--- src/common/hcp_pkg.sv ---
// hcp_pkg: constants for the host-side controller of the parallel cpu port.
// assumes one 100 MHz clock and a device that pulls cycle_done_n low to finish each access.
package hcp_pkg;
  localparam int unsigned ADDR_W = 11;
  localparam int unsigned DATA_W = 32;
  localparam int unsigned CLK_PERIOD_NS = 10;
  // bus width strap encodings
  localparam logic [1:0] WIDTH_8  = 2'h0;
  localparam logic [1:0] WIDTH_16 = 2'h1;
  localparam int unsigned WIDTH_32_BIT = 1;
  // default wait for cycle_done_n before giving up, in ns
  localparam int unsigned DONE_TIMEOUT_NS = 10000;
  localparam int unsigned DONE_TIMEOUT_CYC = DONE_TIMEOUT_NS / CLK_PERIOD_NS;
  localparam logic [1:0] LANE_0 = 2'h0;
  localparam logic [1:0] LANE_1 = 2'h1;
  localparam logic [1:0] LANE_2 = 2'h2;
  localparam logic [1:0] LANE_3 = 2'h3;
  localparam int unsigned HALF_HI_BIT = 1;
  typedef enum logic [1:0] {HCP_ST_IDLE, HCP_ST_STROBE, HCP_ST_RELEASE, HCP_ST_NEXT} hcp_state_e;
endpackage : hcp_pkg

--- src/design/hcp_lane_map.sv ---
// hcp_lane_map: works out how many pins-wide beats an access takes in the strapped width.
// assumes bus_width_sel is static during an access.
`timescale 1ns/1ps
module hcp_lane_map (
  input  wire logic [1:0] bus_width_sel, // width strap
  input  wire logic [1:0] beat_idx,      // which beat of the word
  output logic      [1:0] beat_last,     // index of the final beat
  output logic      [1:0] lane_sel       // byte_lane_sel for this beat
);
  always_comb begin
    if (bus_width_sel == hcp_pkg::WIDTH_8) begin
      beat_last = hcp_pkg::LANE_3;
      lane_sel  = beat_idx;
    end else if (bus_width_sel == hcp_pkg::WIDTH_16) begin
      beat_last = hcp_pkg::LANE_1;
      lane_sel  = {beat_idx[0], 1'b0};
    end else begin
      beat_last = hcp_pkg::LANE_0;
      lane_sel  = hcp_pkg::LANE_0;
    end
  end
endmodule : hcp_lane_map

--- src/design/hcp_host_ctrl.sv ---
// hcp_host_ctrl: host controller that drives the device's parallel cpu port.
// a user request moves one 32-bit register word, split into 1, 2 or 4 beats per strap.
// assumes an external pull-up on cycle_done_n and that the data bus is resolved outside.
`timescale 1ns/1ps
// Functional notes
// - the host drives the eleven-bit word address on the address pins for every access.
// - the width strap selects 8-bit for 00, 16-bit for 01 and 32-bit whenever the upper bit is set.
// - data moves on bits 31:0, 15:0 or 7:0 according to width, with higher lanes unused.
// - in 16-bit mode byte-lane select bit one picks the half-word being moved.
// - an access counts only while chip select is held low.
// - a write is marked by the write strobe low, during which data is held on the bus.
// - a read is marked by the read strobe low, and data is returned during it.
module hcp_host_ctrl #(
  parameter int unsigned TIMEOUT_CYC = hcp_pkg::DONE_TIMEOUT_CYC
) (
  input  wire logic        core_clk,        // 100 MHz clock
  input  wire logic        arst_n,          // async reset, active low
  input  wire logic        req_valid,       // user request, one-cycle pulse while idle
  input  wire logic        req_write,       // 1 write, 0 read
  input  wire logic [10:0] req_addr,        // register word address
  input  wire logic [31:0] req_wdata,       // write word
  output logic             req_busy,        // access in progress
  output logic             rsp_valid,       // one-cycle completion pulse
  output logic [31:0]      rsp_rdata,       // read word
  output logic             rsp_timeout,     // with rsp_valid: device did not answer at least one beat
  input  wire logic [1:0]  bus_width_sel,   // width strap, also wired to the device
  output logic [10:0]      host_word_addr,  // address pins
  output logic [1:0]       byte_lane_sel,   // byte-lane select pins
  output logic [31:0]      host_data_out,   // data bus, host drive value
  output logic             host_data_oe,    // data bus, host drives when high
  input  wire logic [31:0] host_data_in,    // data bus, sampled level
  output logic             chip_sel_n,      // chip select, active low
  output logic             write_strobe_n,  // write strobe, active low
  output logic             read_strobe_n,   // read strobe, active low
  input  wire logic        cycle_done_n     // resolved cycle-complete line, active low
);
  localparam int unsigned TMO_W = $clog2(TIMEOUT_CYC + 1);

  // the compare against TIMEOUT_CYC-1 and the zero reload need at least two counts
  if (TIMEOUT_CYC < 2) begin : g_bad_timeout
    $error("hcp_host_ctrl: TIMEOUT_CYC must be at least 2");
  end

  hcp_pkg::hcp_state_e state_reg;
  logic [1:0]          beat_reg;
  logic                write_reg;
  logic [31:0]         word_reg;
  logic [TMO_W-1:0]    tmo_reg;
  logic [1:0]          beat_last;
  logic [1:0]          lane_sel;
  logic [1:0]          lane_next;
  logic [31:0]         merged;
  logic [31:0]         beat_wdata;
  logic                done_seen;
  logic                timed_out;
  logic [1:0]          beat_idx;
  logic                last_beat_end;

  // start of the next beat uses the next lane; beat 0 on a fresh request
  hcp_lane_map u_lane_map (
    .bus_width_sel (bus_width_sel),
    .beat_idx      (beat_idx),
    .beat_last     (beat_last),
    .lane_sel      (lane_sel)
  );

  assign lane_next = lane_sel;
  assign done_seen = !cycle_done_n;
  assign timed_out = (tmo_reg == TMO_W'(TIMEOUT_CYC - 1));
  assign last_beat_end = (state_reg == hcp_pkg::HCP_ST_NEXT && beat_reg == beat_last);

  // byte_lane_sel is loaded in NEXT, one cycle before the strobe, so it must already
  // show the lane of the coming beat; otherwise the pins lag the data by one beat
  always_comb begin
    beat_idx = beat_reg;
    if (state_reg == hcp_pkg::HCP_ST_IDLE) begin
      beat_idx = hcp_pkg::LANE_0;
    end else if (state_reg == hcp_pkg::HCP_ST_NEXT) begin
      beat_idx = beat_reg + 2'h1;
    end
  end

  // place the selected beat in the low lanes, upper lanes parked at zero
  always_comb begin
    beat_wdata = 32'h0000_0000;
    if (bus_width_sel[hcp_pkg::WIDTH_32_BIT]) begin
      beat_wdata = word_reg;
    end else if (bus_width_sel == hcp_pkg::WIDTH_16) begin
      beat_wdata[15:0] = lane_sel[hcp_pkg::HALF_HI_BIT] ? word_reg[31:16] : word_reg[15:0];
    end else begin
      beat_wdata[7:0] = word_reg[8*lane_sel +: 8];
    end
  end

  // fold a read beat into the assembled word
  always_comb begin
    merged = word_reg;
    if (bus_width_sel[hcp_pkg::WIDTH_32_BIT]) begin
      merged = host_data_in;
    end else if (bus_width_sel == hcp_pkg::WIDTH_16) begin
      merged[16*lane_sel[hcp_pkg::HALF_HI_BIT] +: 16] = host_data_in[15:0];
    end else begin
      merged[8*lane_sel +: 8] = host_data_in[7:0];
    end
  end

  always_ff @(posedge core_clk or negedge arst_n) begin
    if (!arst_n) begin
      state_reg <= hcp_pkg::HCP_ST_IDLE;
      beat_reg  <= 2'h0;
      write_reg <= 1'b0;
      word_reg  <= 32'h0000_0000;
      tmo_reg   <= '0;
    end else begin
      unique case (state_reg)
        hcp_pkg::HCP_ST_IDLE: begin
          beat_reg <= 2'h0;
          tmo_reg  <= '0;
          if (req_valid) begin
            write_reg <= req_write;
            word_reg  <= req_write ? req_wdata : 32'h0000_0000;
            state_reg <= hcp_pkg::HCP_ST_STROBE;
          end
        end
        hcp_pkg::HCP_ST_STROBE: begin
          // hold everything until the device answers; a stuck line is cut off by the timer
          tmo_reg <= tmo_reg + 1'b1;
          if (done_seen || timed_out) begin
            if (!write_reg && done_seen) word_reg <= merged;
            state_reg <= hcp_pkg::HCP_ST_RELEASE;
          end
        end
        hcp_pkg::HCP_ST_RELEASE: begin
          // wait for the device to release cycle_done_n before any new strobe
          tmo_reg <= '0;
          if (!done_seen) begin
            state_reg <= hcp_pkg::HCP_ST_NEXT;
          end
        end
        hcp_pkg::HCP_ST_NEXT: begin
          if (beat_reg == beat_last) begin
            state_reg <= hcp_pkg::HCP_ST_IDLE;
          end else begin
            beat_reg  <= beat_reg + 2'h1;
            state_reg <= hcp_pkg::HCP_ST_STROBE;
          end
        end
      endcase
    end
  end

  // timeout flag is sticky over the remaining beats of one request
  logic tmo_flag_reg;
  always_ff @(posedge core_clk or negedge arst_n) begin
    if (!arst_n) begin
      tmo_flag_reg <= 1'b0;
    end else if (state_reg == hcp_pkg::HCP_ST_IDLE) begin
      tmo_flag_reg <= 1'b0;
    end else if (state_reg == hcp_pkg::HCP_ST_STROBE && timed_out && !done_seen) begin
      tmo_flag_reg <= 1'b1;
    end
  end

  // pin drive: registered, strobes open only in the strobe state
  always_ff @(posedge core_clk or negedge arst_n) begin
    if (!arst_n) begin
      host_word_addr <= 11'h000;
      byte_lane_sel  <= 2'h0;
      host_data_out  <= 32'h0000_0000;
      host_data_oe   <= 1'b0;
      chip_sel_n     <= 1'b1;
      write_strobe_n <= 1'b1;
      read_strobe_n  <= 1'b1;
    end else begin
      if (state_reg == hcp_pkg::HCP_ST_IDLE && req_valid) begin
        host_word_addr <= req_addr;
      end
      if (state_reg == hcp_pkg::HCP_ST_IDLE || state_reg == hcp_pkg::HCP_ST_NEXT) begin
        byte_lane_sel <= lane_next;
      end
      host_data_out  <= beat_wdata;
      // drive ends with the request, so a strap change after rsp_valid never meets a driven bus
      host_data_oe   <= write_reg && state_reg != hcp_pkg::HCP_ST_IDLE && !last_beat_end;
      chip_sel_n     <= !(state_reg == hcp_pkg::HCP_ST_STROBE && !(done_seen || timed_out));
      write_strobe_n <= !(state_reg == hcp_pkg::HCP_ST_STROBE && write_reg && !(done_seen || timed_out));
      read_strobe_n  <= !(state_reg == hcp_pkg::HCP_ST_STROBE && !write_reg && !(done_seen || timed_out));
    end
  end

  // user side answers
  always_ff @(posedge core_clk or negedge arst_n) begin
    if (!arst_n) begin
      req_busy    <= 1'b0;
      rsp_valid   <= 1'b0;
      rsp_rdata   <= 32'h0000_0000;
      rsp_timeout <= 1'b0;
    end else begin
      req_busy    <= (state_reg != hcp_pkg::HCP_ST_IDLE && !(state_reg == hcp_pkg::HCP_ST_NEXT && beat_reg == beat_last))
                     || (state_reg == hcp_pkg::HCP_ST_IDLE && req_valid);
      rsp_valid   <= state_reg == hcp_pkg::HCP_ST_NEXT && beat_reg == beat_last;
      if (state_reg == hcp_pkg::HCP_ST_NEXT && beat_reg == beat_last) begin
        rsp_rdata   <= write_reg ? 32'h0000_0000 : word_reg;
        rsp_timeout <= tmo_flag_reg;
      end
    end
  end
endmodule : hcp_host_ctrl

--- config.mk ---
export PLATFORM = sky130hd
export DESIGN_NAME = hcp_host_ctrl
export DESIGN_NICKNAME = d
export VERILOG_FILES = /design/src/common/hcp_pkg.sv /design/src/design/hcp_lane_map.sv /design/src/design/hcp_host_ctrl.sv
export SDC_FILE = /design/constraint.sdc
export NUM_CORES = 1
export LEC_CHECK = 0
export CORE_MARGIN = 8
export CORE_UTILIZATION = 57
export CTS_CLUSTER_DIAMETER = 40
export DETAILED_ROUTE_END_ITERATION = 10
export DONT_BUFFER_PORTS = 1
export GPL_TIMING_DRIVEN = 0
export HOLD_SLACK_MARGIN = 0.15
export PLACE_DENSITY_LB_ADDON = 0.05
export SYNTH_ARGS = -nofsm -noshare
export SYNTH_HDL_FRONTEND = slang
export SYNTH_SLANG_ARGS = --single-unit
export TNS_END_PERCENT = 5
--- constraint.sdc ---
create_clock -name core_clk -period 2.9 [get_ports core_clk]
set_input_delay 0.29 -clock core_clk [delete_from_list [all_inputs] [get_ports core_clk]]
set_output_delay 0.29 -clock core_clk [all_outputs]
set_load 0.01 [all_outputs]
==> flow_summary_export.csv <==
group,metric,value,unit
outcome,status,"finished with violations",
outcome,failed_checks,"hold timing",
drt,ant_nets,0,
clock_tree,cts_root_buf,"clkbuf_8",
grt,grt_max_degree,133,
power_and_ir_drop,p_per_area,1080,mW/mm^2
timing,rsz0062_at_grt,"true",
setup_path,endpoint_kind,"flip-flop",
clock_tree,clockBufferDepth,2,
cells_and_area,area_growth,24.2,%
cells_and_area,antennaDiodeCount,0,
setup_path,required,3.36,ns
place,place_ws,-0.394,ns
synthesis,synth_edf_count,0,
synthesis,ys_warn_count,0,
timing,finalSetupViolations,0,
timing,fmax,0.351,GHz
synthesis,ys_types,56,
synthesis,ys_seq_area_share,52.4,%
synthesis,syn_inst,615,
timing,fin_skew,0.00685,ns
drt,drtIter0Drc,426,
timing,holdWs,-0.559,ns
grt,grt_pass1_wl,29300,um
place,dp_hpwl,13500,um
synthesis,syn_area_per_cell,10.3,um^2
job,maxCapViolations,0,
synthesis,synthArstFlopShare,100,%
drt,detail_route.wl_per_cell,22.4,um
clock_tree,hold_buffers,67,
clock_tree,cts.sinks,132,
floorplanning,rows,38,
setup_path,startpoint_type,"flip-flop",
timing,relSlewSlack,50.2,%
synthesis,syn_area,0.00631,mm^2
floorplanning,die_x,121,um
timing,slew_viol_final,0,
grt,grt_pass1_vias,5320,
power_and_ir_drop,peakVddDrop,670,uV
timing,setup_slack,0.0550,ns
drt,vias,5127,
setup_path,cp.arrival,3.30,ns
setup_path,crit_fanout,10,
timing,tightest_slew,0.746,ns
timing,fin_crit_sh,98.1,%
setup_path,crit_type,"flip-flop to flip-flop",
cells_and_area,mostFrequentLayoutCells,"dfrtp_1, nand2_1, dlygate4sd3_1",
drt,vias_per_cell,6.00,
clock_tree,tritoncts,"done",
cells_and_area,fin_area,0.00784,mm^2
place,gp_congestion,0.906,
place,place_area,0.00649,mm^2
floorplanning,dieArea,0.0147,mm^2
power_and_ir_drop,total_leakage_power,3.58,nW
cells_and_area,mostFrequentLayoutCell,"dfrtp_1",
drt,drc,0,
grt,gr-total-overflow,0,
drt,drt-pass1-iter-count,6,
clock_tree,cts_inserted_buffers,17,
cells_and_area,drive_gt1_share,14.4,%
drt,drt-total-wl,19100,um
clock_tree,htreeDepth,4,
place,numPortBuffers,0,
grt,antenna_found_initial,0,
timing,finalCriticalPeriod,2.85,ns
floorplanning,die_h,121,um
synthesis,yosys_most_used_dff,"dfrtp_1",
clock_tree,clkSlewWorstSetupHoldPaths,0.06,ns
hold_path,hold_path_class,"primary input to asynchronous set/reset pin",
floorplanning,start_util,58.3,%
floorplanning,ios,166,
floorplanning,fp.coreArea,0.0108,mm^2
timing,hold_viol_final,132,
synthesis,synth-seq-cells,132,
synthesis,synth_fp_nets,705,
clock_tree,clock_latency,0.54,ns
grt,grt_usage,26.4,%
cells_and_area,fin_nets,791,
cells_and_area,utilization,72.3,%
critical path, stage by stage (launching register included):
cell and delay (ns):
dfrtp_1 0.41, buf_4 0.16, ha_1 0.18, clkbuf_1 0.22
nor2b_1 0.15, clkbuf_1 0.25, clkbuf_1 0.45, a22oi_1 0.19
dlygate4sd3_1 0.59, a31oi_1 0.16
layout make-up:
type                    instances  area (um^2)
flip-flops and latches        132         3310
fillers                       780         3000
multi-input cells             435         2850
repair buffers                 69          686
clock buffers                  20          455
plain buffers                  36          179
well taps                     140          175
clock inverters                12          151
inverters                      10         42.5
routing by layer:
layer  GRT usage, %  up-vias  wire length (um)
met4           14.0        0               655
met1           29.8     2519              7180
met2           44.6      239              9750
li1               -     2320                 -
met3           7.45       49              1530
met5              0        -                 0
where the power goes:
| group | leakage, nW | internal, mW | switching [mW] |
|---|---|---|---|
| sequential | 1.70 | 2.55 | 0.863 |
| clock | 0.297 | 1.38 | 0.795 |
| combinational | 1.58 | 1.28 | 1.58 |
Yosys cell counts (3+ instances only):
cell / instances / share of area [%]
nand3_1: 3 / 0.24
nand3b_1: 32 / 3.8
nor2b_1: 3 / 0.30
a22o_1: 16 / 2.2
a22oi_1: 8 / 0.95
buf_2: 8 / 0.63
o21ai_0: 23 / 1.8
nand2_1: 123 / 7.3
nor3b_1: 3 / 0.36
a21oi_1: 31 / 2.5
clkbuf_1: 24 / 1.4
dfstp_2: 3 / 1.2
inv_1: 8 / 0.48
xnor2_1: 4 / 0.55
a31oi_1: 13 / 1.3
dfrtp_1: 129 / 51
ha_1: 8 / 1.6
mux2i_1: 22 / 3.5
nor2_1: 41 / 2.4
and3_1: 4 / 0.40
a221o_1: 8 / 1.3
nand2b_1: 4 / 0.40
mux2_2: 27 / 4.8
buf_4: 3 / 0.36
and2_1: 17 / 1.7
xor2_1: 5 / 0.69
a221oi_1: 6 / 0.83
o21ai_1: 3 / 0.24
cells by family (layout without fill, tap and decap cells):
logic type               count (synthesis)  in the layout  synth area share, %
AO/OA/AOI/OAI                          120            120                 13.3
multiplexers                            49             49                 8.30
XOR/XNOR                                 9              9                 1.25
adder cells (fa/ha/maj)                  8              8                 1.59
buffers and inverters                   48            147                 3.53
AND/OR/NAND/NOR                        249            249                 19.7
flip-flops                             132            132                 52.4
worst paths after layout:
kind                                                from  depth (start not counted)  slack (ns)                           to
worst min register to register  tmo_flag_reg$_DFFE_PN0P_                          2        0.52      rsp_timeout$_DFFE_PN0P_
worst max-delay path            state_reg[0]$_DFFE_PN0P_                          9        0.05     word_reg[28]$_DFFE_PN0P_
min in group core_clk                   host_data_in[19]                          3        0.17     word_reg[19]$_DFFE_PN0P_
worst max register to register  state_reg[0]$_DFFE_PN0P_                          9        0.05     word_reg[28]$_DFFE_PN0P_
worst min-delay path                              arst_n                          0       -0.56  host_data_out[26]$_DFF_PN0_
max in group asynchronous                         arst_n                          0        3.19      read_strobe_n$_DFF_PN1_
repair_timing:
item	CTS	global route
hold endpoints to repair	176	132
setup buffers	2	0
pin swaps	3	2
resized for setup	12	8
setup endpoints to repair	24	20
stage by stage:
step / setup TNS (ns) / std cells / power [mW] / hold slack, ns
after floorplan: -0.147 / 615 / 5.19 / -0.00559
after CTS: 0 / 854 / 8.40 / -0.570
final: 0 / 854 / 8.44 / -0.559
after detailed placement: -7.74 / 755 / 6.00 / -0.00204
after global routing: -0.695 / 854 / 8.90 / -0.576
after global placement: -6.80 / 755 / 5.90 / -0.00176
(Power assumes the default switching activity.)
